[src/break_pkg.sv]
// Purpose: Shared constants and types for the two-channel break condition matcher.
// Assumes: 16-bit registers on a plain strobe port, one word per offset.
// Notes:   Channel B registers sit one stride above channel A.
package break_pkg;
  localparam int NUM_CH  = 2;
  localparam int ADDR_W  = 8;
  localparam int HALF_W  = 16;
  localparam int BADDR_W = 32;
  localparam int CYC_W   = 8;

  localparam logic [7:0] CH_STRIDE    = 8'h08;
  localparam logic [7:0] OFS_ADDR_HI  = 8'h00;
  localparam logic [7:0] OFS_ADDR_LO  = 8'h01;
  localparam logic [7:0] OFS_MASK_HI  = 8'h02;
  localparam logic [7:0] OFS_MASK_LO  = 8'h03;
  localparam logic [7:0] OFS_CYC_SEL  = 8'h04;
  localparam logic [7:0] OFS_CTRL     = 8'h10;
  localparam logic [7:0] OFS_IRQ_STAT = 8'h11;
  localparam logic [7:0] OFS_IRQ_MASK = 8'h12;

  localparam logic [15:0] HALF_RST = 16'h0000;
  localparam logic [7:0]  CYC_RST  = 8'h00;

  localparam int EXT_EN_BIT = 0;
  localparam int MSEL_HI    = 7;
  localparam int MSEL_LO    = 6;
  localparam int FSEL_HI    = 5;
  localparam int FSEL_LO    = 4;
  localparam int DSEL_HI    = 3;
  localparam int DSEL_LO    = 2;
  localparam int SSEL_HI    = 1;
  localparam int SSEL_LO    = 0;

  typedef enum logic [1:0] {
    MASTER_CPU = 2'h0,
    MASTER_DMA = 2'h1,
    MASTER_EXT = 2'h2
  } master_t;

  typedef enum logic [1:0] {
    SIZE_ANY  = 2'h0,
    SIZE_BYTE = 2'h1,
    SIZE_WORD = 2'h2,
    SIZE_LONG = 2'h3
  } size_t;
endpackage : break_pkg

[src/chan_if.sv]
// Purpose: Carries one channel's settings and the watched bus cycle to its matcher.
// Assumes: All signals live on the system clock.
// Notes:   The match result is combinational; the top registers it.
`timescale 1ns/1ps
interface chan_if;
  import break_pkg::*;
  logic [BADDR_W-1:0] brk_addr;
  logic [BADDR_W-1:0] addr_mask;
  logic [CYC_W-1:0]   cyc_sel;
  logic               ext_en;
  logic               bus_valid;
  logic [BADDR_W-1:0] bus_addr;
  master_t            bus_master;
  logic               bus_fetch;
  logic               bus_write;
  size_t              bus_size;
  logic               match;
  modport cfg (output brk_addr, addr_mask, cyc_sel, ext_en, bus_valid, bus_addr,
               bus_master, bus_fetch, bus_write, bus_size, input match);
  modport chk (input brk_addr, addr_mask, cyc_sel, ext_en, bus_valid, bus_addr,
               bus_master, bus_fetch, bus_write, bus_size, output match);
endinterface : chan_if

[src/break_channel.sv]
// Purpose: Decides whether one bus cycle meets one channel's break condition.
// Assumes: Bus fields are stable for the cycle in which bus_valid is high.
// Notes:   Pure combinational; no state.
`timescale 1ns/1ps
module break_channel (
  chan_if.chk chan
);
  import break_pkg::*;

  logic  is_cpu;
  logic  is_periph;
  logic  master_ok;
  logic  kind_ok;
  logic  dir_ok;
  logic  size_ok;
  logic  addr_ok;
  size_t eff_size;

  assign is_cpu    = (chan.bus_master == MASTER_CPU);
  // DMA always counts as peripheral; a released-bus master only when enabled.
  assign is_periph = (chan.bus_master == MASTER_DMA) ||
                     ((chan.bus_master == MASTER_EXT) && chan.ext_en);
  assign master_ok = (chan.cyc_sel[MSEL_LO] && is_cpu) ||
                     (chan.cyc_sel[MSEL_HI] && is_periph);
  assign kind_ok   = (chan.cyc_sel[FSEL_LO] && chan.bus_fetch) ||
                     (chan.cyc_sel[FSEL_HI] && !chan.bus_fetch);
  assign dir_ok    = (chan.cyc_sel[DSEL_LO] && !chan.bus_write) ||
                     (chan.cyc_sel[DSEL_HI] && chan.bus_write);
  // The bus fetch itself is a longword, but each instruction counts as a word.
  assign eff_size  = chan.bus_fetch ? SIZE_WORD : chan.bus_size;
  assign size_ok   = (chan.cyc_sel[SSEL_HI:SSEL_LO] == SIZE_ANY) ||
                     (chan.cyc_sel[SSEL_HI:SSEL_LO] == eff_size);
  // A set mask bit removes that address bit from the comparison.
  assign addr_ok   = (((chan.bus_addr ^ chan.brk_addr) & ~chan.addr_mask)
                      == {BADDR_W{1'b0}});
  assign chan.match = chan.bus_valid && addr_ok && master_ok &&
                      kind_ok && dir_ok && size_ok;
endmodule : break_channel

[src/break_condition_matcher.sv]
// Purpose: Two-channel break condition matcher with register port and interrupt.
// Assumes: Monitored bus fields come from logic on the same clock.
// Notes:   Reset acts as a power-on reset; it wins over the clock enable.
`timescale 1ns/1ps
module break_condition_matcher (
  input  wire logic                         i_clk_sys,
  input  wire logic                         i_reset_n,
  input  wire logic                         i_clk_en,
  input  wire logic [break_pkg::ADDR_W-1:0] i_reg_addr,
  input  wire logic [break_pkg::HALF_W-1:0] i_reg_wdata,
  input  wire logic                         i_reg_wr,
  input  wire logic                         i_reg_rd,
  output logic      [break_pkg::HALF_W-1:0] o_reg_rdata,
  input  wire logic                         i_bus_valid,
  input  wire logic [break_pkg::BADDR_W-1:0] i_bus_addr,
  input  wire break_pkg::master_t           i_bus_master,
  input  wire logic                         i_bus_fetch,
  input  wire logic                         i_bus_write,
  input  wire break_pkg::size_t             i_bus_size,
  output logic      [break_pkg::NUM_CH-1:0] o_break,
  output logic                              o_irq
);
  import break_pkg::*;

  // Bit ranges of the upper and lower 16-bit halves of an address or mask word.
  localparam int HI_MSB = BADDR_W - 1;
  localparam int HI_LSB = HALF_W;
  localparam int LO_MSB = HALF_W - 1;
  localparam int LO_LSB = 0;

  logic [BADDR_W-1:0] brk_addr_r  [NUM_CH];
  logic [BADDR_W-1:0] addr_mask_r [NUM_CH];
  logic [CYC_W-1:0]   cyc_sel_r   [NUM_CH];
  logic [NUM_CH-1:0]  match;
  logic [NUM_CH-1:0]  break_r;
  logic [NUM_CH-1:0]  irq_stat_r;
  logic [NUM_CH-1:0]  irq_stat_nxt;
  logic [NUM_CH-1:0]  irq_mask_r;
  logic [NUM_CH-1:0]  stat_clr;
  logic               ext_en_r;
  logic               irq_r;
  logic [HALF_W-1:0]  rdata_r;
  logic [HALF_W-1:0]  rdata_nxt;

  genvar ch;
  generate
    for (ch = 0; ch < NUM_CH; ch++) begin : gen_ch
      localparam logic [7:0] BASE = CH_STRIDE * 8'(ch);
      logic wr_addr_hi;
      logic wr_addr_lo;
      logic wr_mask_hi;
      logic wr_mask_lo;
      logic wr_cyc;

      always_comb begin
        wr_addr_hi = 1'b0;
        wr_addr_lo = 1'b0;
        wr_mask_hi = 1'b0;
        wr_mask_lo = 1'b0;
        wr_cyc     = 1'b0;
        if (!i_reg_wr) begin
          wr_cyc = 1'b0;
        end else if (i_reg_addr == BASE + OFS_ADDR_HI) begin
          wr_addr_hi = 1'b1;
        end else if (i_reg_addr == BASE + OFS_ADDR_LO) begin
          wr_addr_lo = 1'b1;
        end else if (i_reg_addr == BASE + OFS_MASK_HI) begin
          wr_mask_hi = 1'b1;
        end else if (i_reg_addr == BASE + OFS_MASK_LO) begin
          wr_mask_lo = 1'b1;
        end else if (i_reg_addr == BASE + OFS_CYC_SEL) begin
          wr_cyc = 1'b1;
        end
      end

      // Channel B keeps the same layout and reset as channel A.
      always_ff @(posedge i_clk_sys) begin
        if (!i_reset_n) begin
          brk_addr_r[ch]  <= {HALF_RST, HALF_RST};
          addr_mask_r[ch] <= {HALF_RST, HALF_RST};
          cyc_sel_r[ch]   <= CYC_RST;
        end else if (i_clk_en) begin
          if (wr_addr_hi) begin
            brk_addr_r[ch][HI_MSB:HI_LSB] <= i_reg_wdata;
          end
          if (wr_addr_lo) begin
            brk_addr_r[ch][LO_MSB:LO_LSB] <= i_reg_wdata;
          end
          if (wr_mask_hi) begin
            addr_mask_r[ch][HI_MSB:HI_LSB] <= i_reg_wdata;
          end
          if (wr_mask_lo) begin
            addr_mask_r[ch][LO_MSB:LO_LSB] <= i_reg_wdata;
          end
          if (wr_cyc) begin
            // Only the low byte is stored, so the upper byte cannot be set.
            cyc_sel_r[ch] <= i_reg_wdata[CYC_W-1:0];
          end
        end
      end

      chan_if ch_if ();
      assign ch_if.brk_addr   = brk_addr_r[ch];
      assign ch_if.addr_mask  = addr_mask_r[ch];
      assign ch_if.cyc_sel    = cyc_sel_r[ch];
      assign ch_if.ext_en     = ext_en_r;
      assign ch_if.bus_valid  = i_bus_valid;
      assign ch_if.bus_addr   = i_bus_addr;
      assign ch_if.bus_master = i_bus_master;
      assign ch_if.bus_fetch  = i_bus_fetch;
      assign ch_if.bus_write  = i_bus_write;
      assign ch_if.bus_size   = i_bus_size;
      assign match[ch]        = ch_if.match;

      break_channel u_chan (
        .chan (ch_if)
      );
    end
  endgenerate

  always_ff @(posedge i_clk_sys) begin
    if (!i_reset_n) begin
      ext_en_r   <= 1'b0;
      irq_mask_r <= '0;
    end else if (i_clk_en && i_reg_wr) begin
      if (i_reg_addr == OFS_CTRL) begin
        ext_en_r <= i_reg_wdata[EXT_EN_BIT];
      end else if (i_reg_addr == OFS_IRQ_MASK) begin
        irq_mask_r <= i_reg_wdata[NUM_CH-1:0];
      end
    end
  end

  // Registering the match keeps the long address compare off the status path.
  always_ff @(posedge i_clk_sys) begin
    if (!i_reset_n) begin
      break_r <= '0;
    end else if (i_clk_en) begin
      break_r <= match;
    end
  end

  always_comb begin
    stat_clr = '0;
    if (i_reg_wr && (i_reg_addr == OFS_IRQ_STAT)) begin
      stat_clr = i_reg_wdata[NUM_CH-1:0];
    end
    // A break in the clearing cycle survives: set wins over clear.
    irq_stat_nxt = (irq_stat_r & ~stat_clr) | break_r;
  end

  always_ff @(posedge i_clk_sys) begin
    if (!i_reset_n) begin
      irq_stat_r <= '0;
      irq_r      <= 1'b0;
    end else if (i_clk_en) begin
      irq_stat_r <= irq_stat_nxt;
      irq_r      <= |(irq_stat_r & irq_mask_r);
    end
  end

  always_comb begin
    rdata_nxt = '0;
    if (i_reg_rd) begin
      for (int c = 0; c < NUM_CH; c++) begin
        if (i_reg_addr == CH_STRIDE * 8'(c) + OFS_ADDR_HI) begin
          rdata_nxt = brk_addr_r[c][HI_MSB:HI_LSB];
        end else if (i_reg_addr == CH_STRIDE * 8'(c) + OFS_ADDR_LO) begin
          rdata_nxt = brk_addr_r[c][LO_MSB:LO_LSB];
        end else if (i_reg_addr == CH_STRIDE * 8'(c) + OFS_MASK_HI) begin
          rdata_nxt = addr_mask_r[c][HI_MSB:HI_LSB];
        end else if (i_reg_addr == CH_STRIDE * 8'(c) + OFS_MASK_LO) begin
          rdata_nxt = addr_mask_r[c][LO_MSB:LO_LSB];
        end else if (i_reg_addr == CH_STRIDE * 8'(c) + OFS_CYC_SEL) begin
          rdata_nxt = {8'h00, cyc_sel_r[c]};
        end
      end
      if (i_reg_addr == OFS_CTRL) begin
        rdata_nxt[EXT_EN_BIT] = ext_en_r;
      end else if (i_reg_addr == OFS_IRQ_STAT) begin
        rdata_nxt[NUM_CH-1:0] = irq_stat_r;
      end else if (i_reg_addr == OFS_IRQ_MASK) begin
        rdata_nxt[NUM_CH-1:0] = irq_mask_r;
      end
    end
  end

  // Read data stand from the enabled edge after the strobe and hold while i_clk_en is low; zero otherwise.
  always_ff @(posedge i_clk_sys) begin
    if (!i_reset_n) begin
      rdata_r <= '0;
    end else if (i_clk_en) begin
      rdata_r <= rdata_nxt;
    end
  end

  assign o_reg_rdata = rdata_r;
  assign o_break     = break_r;
  assign o_irq       = irq_r;
endmodule : break_condition_matcher

[config.mk]
export PLATFORM = sky130hd
export DESIGN_NAME = break_condition_matcher
export DESIGN_NICKNAME = d
export VERILOG_FILES = /design/src/break_pkg.sv /design/src/chan_if.sv /design/src/break_channel.sv /design/src/break_condition_matcher.sv
export SDC_FILE = /design/constraint.sdc
export NUM_CORES = 1
export LEC_CHECK = 0
export ABC_AREA = 1
export BUFFER_PORTS_ARGS = -buffer_cell sky130_fd_sc_hd__buf_2
export CELL_PAD_IN_SITES_DETAIL_PLACEMENT = 1
export CELL_PAD_IN_SITES_GLOBAL_PLACEMENT = 1
export CORE_ASPECT_RATIO = 1.4
export CORE_MARGIN = 4
export CORE_UTILIZATION = 48
export DETAILED_ROUTE_END_ITERATION = 12
export PLACE_DENSITY = 0.95
export SLEW_MARGIN = 10
export SYNTH_ARGS = -nofsm -noshare
export SYNTH_HDL_FRONTEND = slang
export SYNTH_HIERARCHICAL = 1
export SYNTH_SLANG_ARGS = --single-unit
export TNS_END_PERCENT = 20
[constraint.sdc]
create_clock -name i_clk_sys -period 8.15 [get_ports i_clk_sys]
set_input_delay 1.63 -clock i_clk_sys [delete_from_list [all_inputs] [get_ports i_clk_sys]]
set_output_delay 1.63 -clock i_clk_sys [all_outputs]
set_load 0.02 [all_outputs]
# Yosys cells after proc, flatten, opt, wreduce, memory -nomap -nowiden

Memory sizes are Yosys's and may differ from the RTL's.
Index checks and enable logic that the tools add are counted.

Equal/unequal tests: 16
Mux-type cells: 108
Bitwise gates (word level): 21
Reduce and logical (&&, ||, !) cells: 45

Operators by type and width:

| operator                                            | count |
|---|---|
| 2-to-1 mux 16 bit                                   | 18 |
| 2-to-1 mux 1 bit                                    | 83 |
| AND 32 bit                                          | 2 |
| logical NOT 32 bit                                  | 2 |
| NOT 32 bit                                          | 2 |
| XOR 32 bit                                          | 2 |
| equality test 8 x 4 -> 1 bit, second input constant | 5 |
| logical AND 1 bit                                   | 25 |
| equality test 8 x 5 -> 1 bit, second input constant | 3 |
| 2-to-1 mux 8 bit                                    | 3 |
| equality test 8 x 2 -> 1 bit, second input constant | 2 |
| bitwise OR 1 bit                                    | 10 |
| logical OR 1 bit                                    | 9 |
| equality test 8 x 1 -> 1 bit, second input constant | 1 |
| equality test 8 x 3 -> 1 bit, second input constant | 1 |
| logical NOT 8 bit                                   | 1 |
| 2-to-1 mux 2 bit                                    | 4 |
| logical NOT 2 bit                                   | 3 |
| AND 2 bit                                           | 2 |
| equality test 2 bit                                 | 2 |
| AND reduction 3 bit                                 | 1 |
| equality test 2 x 1 -> 1 bit, second input constant | 1 |
| equality test 2 bit, second input constant          | 1 |
| logical NOT 1 bit                                   | 2 |
| other kinds (5)                                     | 5 |

Register bits: 24
Memory bits (writable): 144
Bits of input ports: 68
Output and inout bits: 19
Logic and storage cells: 199
Memories: 3

Memories:

| memory      | depth | bits a word | read ports | clocked after Yosys merged registers in | write ports | line                          | RTL |
|---|---|---|---|---|---|---|---|
| addr_mask_r | 2     | 32          | 2          | 0                                       | 2           | break_condition_matcher.sv:32 | `logic [BADDR_W-1:0] addr_mask_r [NUM_CH];` |
| brk_addr_r  | 2     | 32          | 2          | 0                                       | 2           | break_condition_matcher.sv:31 | `logic [BADDR_W-1:0] brk_addr_r [NUM_CH];` |
| cyc_sel_r   | 2     | 8           | 2          | 0                                       | 2           | break_condition_matcher.sv:33 | `logic [CYC_W-1:0] cyc_sel_r [NUM_CH];` |

# Depth between registers and ports, before layout

Gate-level depths: netlist of run 1.

Depth in word-level cells: 15
Depth in mapped cells: 17
Gate-level depth less buffers: 16

# By module

The synthesis of run 1 kept the hierarchy.

By module, submodules not included:

| module                  | instances | cells an instance | area an instance (sq um) | sequential area each (sq um) |
|---|---|---|---|---|
| break_condition_matcher | 1         | 751               | 7389.6                   | 4804.6 |
| break_channel           | 2         | 198               | 838.3                    | 0.0 |

# Least setup slack after synthesis of run 1

Ideal clock, no wire load.

Path type: input to register
Start point: in i_reg_addr[5] in the netlist's numbering
End point: mem brk_addr_r[0][16], enable pin
Library setup time: 0.411 ns
Arrival: 3.637 ns
Data required time: 7.739 ns
Setup slack: 4.101 ns
Stages on the path: 7
Path buffers: 2
Cells stage by stage: nor2_1 > nand2_2 > inv_2 > buf_6 > nand2_1 > clkbuf_1 > o21ai_0

RTL lines:

| what        | line                          | RTL |
|---|---|---|
| from (decl) | break_condition_matcher.sv:9  | `input wire logic [break_pkg::ADDR_W-1:0] i_reg_addr,` |
| to (decl)   | break_condition_matcher.sv:31 |  |

==> out/metrics.cfg, run 1 <==
[status]
outcome=finished, final reports clean

[sta]
min_period_ns=3.707
finalWorstSetupSlack_ns=4.443
rsz0062_at_grt=no
tns_ns=0
hold_violations=0
slew_viol_final=0
fin_worst_skew_ns=0.01154
setup_violations=0
max_freq_mhz=269.8
whs_ns=0.4661
tightestPinTransition_ns=1.110
fin_crit_sh_pct=45.48
relSlewSlack_pct=25.79

[logic_synthesis]
ys_ff_latch=168
synthDistinctLibCells=33
synth-edff-count=144
synth_flop_cell=edfxtp_1
synth_cells=1147
synth.avg_cell_area_um2=7.904
seq_area_frac_synth_pct=52.99
ys_async_sr_fraction_pct=0
ys.warnings.count=6
syn_nets=1215
syn_area_um2=9066

[final_layout]
num_antenna_cells=0
fin_nets=1295
fill_cells=2363
drive_gt1_share_pct=12.34
area_delta_synth_final_pct=13.70

[flow_run]
max_cap_violations=0

[global_route]
grtUsageTotal_pct=34.29
grt_pass1_vias=9063
grt_pass1_wl_um=52560
antenna_found_initial=0
grt_max_degree=32
grt_overflow_total=0

[routing]
drc=0
drtAntennaViolNets=0
wl_um=35470
drt_pre_antenna_iters=5
drt_iter0_drc=963
wl_per_cell_um=23.90
vias=8776
vias_per_cell=5.914

[setup_path]
path_delay_family=simple AND/OR/NAND/NOR gates
cp_num_cells=8
cp_max_fo=17
r2r_slack_ns=6.45
crit_end=addr_mask_r[1][25]
worst_setup_path_end_kind=flip-flop
crit_required_ns=8.40
cp_slowest_cell=nand3_1
cp_cell_sequence=buf_2, nor2_1, nand2_2, inv_2, nand3_4, nor2_4, nand3_1, nor2_1
r2r-end=o_break[0]
r2r-start=brk_addr_r[0][31]
ff2ff_path_depth=10
startpoint_type=primary input
crit_start=i_reg_addr[5]
critPathKind=in -> reg
max_stage_delay_ns=0.67
cp_data_arrival_time_ns=3.95
crit_buf_inv=2
critPathMostFrequentCell=nor2_1

[floorplan]
die_width_um=124.2
ios=87
die_h_um=170.6
row_count=59
dieArea_um2=21180
initial_core_util_pct=48.74
core-area_um2=18600

[clock_tree]
cts_root_buf=clkbuf_16
cts_tree=yes
clk_latency_ns=0.44
postCtsHoldBufs=0
htree_levels=4
clock_sinks=168
cts_setup_buffers=0
cts_buffer_depth=2
cts_buffers=17
clk_pin_slew_ns=0.07
ctsResizeCount=0

[hold_path]
hold_path_class=reg -> reg
hold-path-cell-count=2

[power]
power.static_leakage_nw=4.597
p_total_mw=2.018
powerDensity_nw_per_um2=195.8
irDropWorstVdd_mv=0.1659

[placement]
numPortBuffers=86
pre_cts_ws_ns=4.019
gp_congestion=0.9604
dp_hpwl_um=25060

kinds of logic (layout without fill, tap and decap cells):
family                 Yosys count  after routing  synth area share (%)
AO/OA/AOI/OAI                  108            108                 6.293
flip-flops                     168            168                 52.99
AND/OR/NAND/NOR                685            685                 32.39
XOR/XNOR                         4              4                0.3865
buffers and inverters          182            275                 7.935
layout make-up:
class / instances / area (µm²) / area share (%)
inverters: 151 / 566.8 / 5.498
clock inverters: 8 / 51.30 / 0.4976
clock buffers: 24 / 558.0 / 5.413
multi-input cells: 797 / 3547 / 34.41
well taps: 244 / 305.3 / 2.962
repair buffers: 92 / 475.5 / 4.612
flip-flops and latches: 168 / 4805 / 46.61
worst min-delay path by stage:
| stage | slack [ns] | startpoint | endpoint |
|---|---|---|---|
| floorplan | 0.46 | irq_stat_r[0] | irq_stat_r[0] |
| global placement | 0.45 | o_reg_rdata[6] | o_reg_rdata[6] |
| detailed placement | 0.46 | o_reg_rdata[13] | o_reg_rdata[13] |
| CTS | 0.47 | o_reg_rdata[13] | o_reg_rdata[13] |
| global route | 0.49 | o_reg_rdata[13] | o_reg_rdata[13] |
| finish | 0.47 | o_reg_rdata[13] | o_reg_rdata[13] |
cells in the mapped netlist (all sizes together), types with 16 or more instances:
| cell type | count | area share [%] |
|---|---|---|
| o21ai | 34 | 1.9 |
| a21oi | 64 | 3.5 |
| edfxtp | 144 | 48 |
| nor2 | 237 | 10 |
| inv | 142 | 5.9 |
| buf | 16 | 1.1 |
| nand2 | 315 | 13 |
| nand3b | 25 | 2.1 |
| nand4 | 26 | 1.8 |
| nand3 | 60 | 3.7 |
| dfxtp | 24 | 5.3 |
tightest hold or removal path: stages (launching register included):
cell and delay, ns:
dfxtp_1 0.31, nand2_1 0.06, a21oi_1 0.06
cell usage in the layout, fill, tap and decap left out, types with 3 or more instances in the layout:
| cell type | Yosys | layout |
|---|---|---|
| o21ai_1 | 8 | 12 |
| or2_0 | 5 | 5 |
| nor3_1 | 6 | 6 |
| buf_2 | 11 | 86 |
| nor2_4 | 4 | 4 |
| clkinv_2 | 0 | 3 |
| or2_2 | 10 | 10 |
| dfxtp_1 | 24 | 24 |
| inv_2 | 5 | 5 |
| inv_4 | 0 | 3 |
| nand2_1 | 314 | 314 |
| nor2_1 | 228 | 228 |
| clkinv_1 | 9 | 9 |
| inv_1 | 137 | 137 |
| buf_4 | 4 | 6 |
| nand4_1 | 26 | 26 |
| nand3b_1 | 25 | 25 |
| o211ai_1 | 5 | 5 |
| nand3_1 | 56 | 56 |
| o21ai_0 | 26 | 22 |
| clkbuf_16 | 0 | 22 |
| a21oi_1 | 64 | 64 |
| edfxtp_1 | 144 | 144 |
| nor2_2 | 5 | 5 |
per-layer routing:
layer | track usage [%] | routed length (µm)
met5 | 0 | 0
met4 | 23.93 | 3002
met3 | 5.258 | 2770
met2 | 59.06 | 17760
met1 | 38.31 | 11940
power breakdown:
| part | internal [mW] | total [mW] | switching (mW) |
|---|---|---|---|
| Sequential | 0.971 | 1.00 | 0.0297 |
| Clock | 0.482 | 0.839 | 0.357 |
| Combinational | 0.0480 | 0.179 | 0.131 |
stage by stage:
stage	instances	cell area (µm²)	utilization [%]
after global routing	1484	10310	55.41
final	1484	10310	55.41
after floorplan	1147	9066	-
after CTS	1484	10300	55.39
after detailed placement	1452	9694	52.11
after global placement	1452	9694	52.11
registers in the layout, indices dropped and copies added (netlist names):
register	count
o_reg_rdata	16
addr_mask_r	64
irq_mask_r	2
o_irq	1
ext_en_r	1
o_break	2
irq_stat_r	2
brk_addr_r	64
cyc_sel_r	16
No activity file was read; power rests on OpenSTA's default activity.
==> inputs of run 2 (changes only) <==
- CORE_UTILIZATION: 48 -> 45
- PLACE_DENSITY: 0.95 -> 0.91
- clock period: 8.15 -> 3.5 ns (I/O delays scaled with it)
==> run 2 against run 1 <==
Against the previous run: worst setup slack got worse by 3.4 ns; via count is 1.2% lower; largest power group unchanged; critical path type unchanged; first-iteration DRC count shrank 16%.
==> out/metrics.cfg, run 2 (synthesis results as in run 1) <==
[floorplan]
die_h_um=175.9
die_width_um=128.0
row_count=61
initial_core_util_pct=45.69
core-area_um2=19840
ios=87
dieArea_um2=22510

[global_route]
grt_max_degree=20
grtUsageTotal_pct=31.17
grt_pass1_vias=9044
grt_pass1_wl_um=51590
grt_overflow_total=0
antenna_found_initial=0

[routing]
drtAntennaViolNets=0
drt_pre_antenna_iters=5
vias=8670
drt_iter0_drc=806
vias_per_cell=5.742
wl_per_cell_um=22.98
drc=0
wl_um=34710

[final_layout]
drive_gt1_share_pct=13.51
final_common_cell=nand2_1
num_antenna_cells=0
final_cell_mix=nand2_1, nor2_1, edfxtp_1, inv_1, buf_2
finalNonFillerCells=1510
fill_cells=2466
fin_nets=1313
top_regs=addr_mask_r x64, brk_addr_r x64
area_delta_synth_final_pct=14.77

[clock_tree]
cts_root_buf=clkbuf_16
clk_pin_slew_ns=0.07
htree_levels=4
ctsResizeCount=0
cts_buffers=17
clk_latency_ns=0.45
clock_sinks=168
cts_tree=yes
cts_setup_buffers=0
postCtsHoldBufs=0
cts_buffer_depth=2

[power]
cell_internal_pwr_mw=3.379
irDropWorstVdd_mv=0.3284
power.static_leakage_nw=4.651
pwr-share-clk_pct=40.2
power.switching_mw=1.224
combPwrFrac_pct=9.2
pwr-share-seq_pct=50.6
powerDensity_nw_per_um2=442.4
p_sw_share_pct=26.60

[sta]
rsz0062_at_grt=no
finalWorstSetupSlack_ns=1.039
setup_violations=0
fin_crit_sh_pct=70.32
tns_ns=0
hold_violations=0
max_freq_mhz=406.3
slew_viol_final=0
relSlewSlack_pct=50.93
tightestPinTransition_ns=0.7343
fin_worst_skew_ns=0.01379
min_period_ns=2.461

[placement]
numPortBuffers=86
gp_congestion=0.9820
dp_cells=1478
dp_hpwl_um=25350
pre_cts_ws_ns=0.6320

[setup_path]
cp_max_fo=13
startpoint_type=primary input
cp_data_arrival_time_ns=2.79
crit_required_ns=3.83
ff2ff_path_depth=11
r2r_slack_ns=1.82
worst_setup_path_end_kind=flip-flop
critPathKind=in -> reg

[flow_run]
max_cap_violations=0

[hold_path]
hold_path_class=reg -> reg
hold-path-cell-count=2

[status]
outcome=finished, final reports clean

-- run 2: cell count changes in the layout (fill, tap and decap cells not counted), moves of 2 or more --
cell        previous run  this run
clkinvlp_4             0         2
inv_6                  0         3
buf_4                  6        24
clkbuf_16             22        19
clkinv_2               3         1
-- run 2: stage by stage --
stage | hold WS [ns] | instance area (µm²) | util (%) | total power [mW]
after global routing | 0.4860 | 10410 | 52.43 | 4.729
after detailed placement | 0.4596 | 9839 | 49.58 | 2.779
after global placement | 0.4522 | 9839 | 49.58 | 2.753
final | 0.4628 | 10410 | 52.43 | 4.604
after floorplan | 0.4627 | 9066 | - | 2.558
after CTS | 0.4695 | 10410 | 52.43 | 4.596
-- run 2: area by class of cell --
class / instances / area (µm²) / area share [%]
Tap cell: 252 / 315.3 / 3.030
Clock buffer: 21 / 483.0 / 4.642
Clock inverter: 11 / 82.58 / 0.7936
Inverter: 151 / 566.8 / 5.447
Sequential cell: 168 / 4805 / 46.18
Timing Repair Buffer: 110 / 610.6 / 5.868
Multi-Input combinational cell: 797 / 3542 / 34.04
-- run 2: worst max-delay path, cell delays in order --
cell and delay, ns:
buf_2 0.11, nor2_1 0.12, nand2_2 0.15, inv_2 0.21, nand3_1 0.49, or2_2 0.52
nand2_1 0.16, nand4_1 0.11, nand2_1 0.13, a21oi_1 0.08
-- run 2: final timing paths --
kind,startpoint,endpoint
worst max-delay path,i_reg_addr[5],o_reg_rdata[6]
worst max register to register,brk_addr_r[0][30],o_break[0]
worst min-delay path,o_reg_rdata[12],o_reg_rdata[12]
worst min register to register,o_reg_rdata[12],o_reg_rdata[12]
-- run 2: routing by layer --
layer	GRT usage [%]	wire, µm	share of wire [%]
met5	0	0	0
met4	23.94	2989	8.6
met3	4.177	2170	6.3
met2	53.19	17270	50
met1	34.84	12280	35
-- run 2: power groups by stage --
stage	Combinational [mW]	Sequential, mW	Clock, mW
global placement	0.391	2.36	0
finish	0.425	2.33	1.85
detailed placement	0.410	2.37	0
global route	0.456	2.34	1.93
floorplan	0.213	2.34	0
CTS	0.417	2.33	1.85
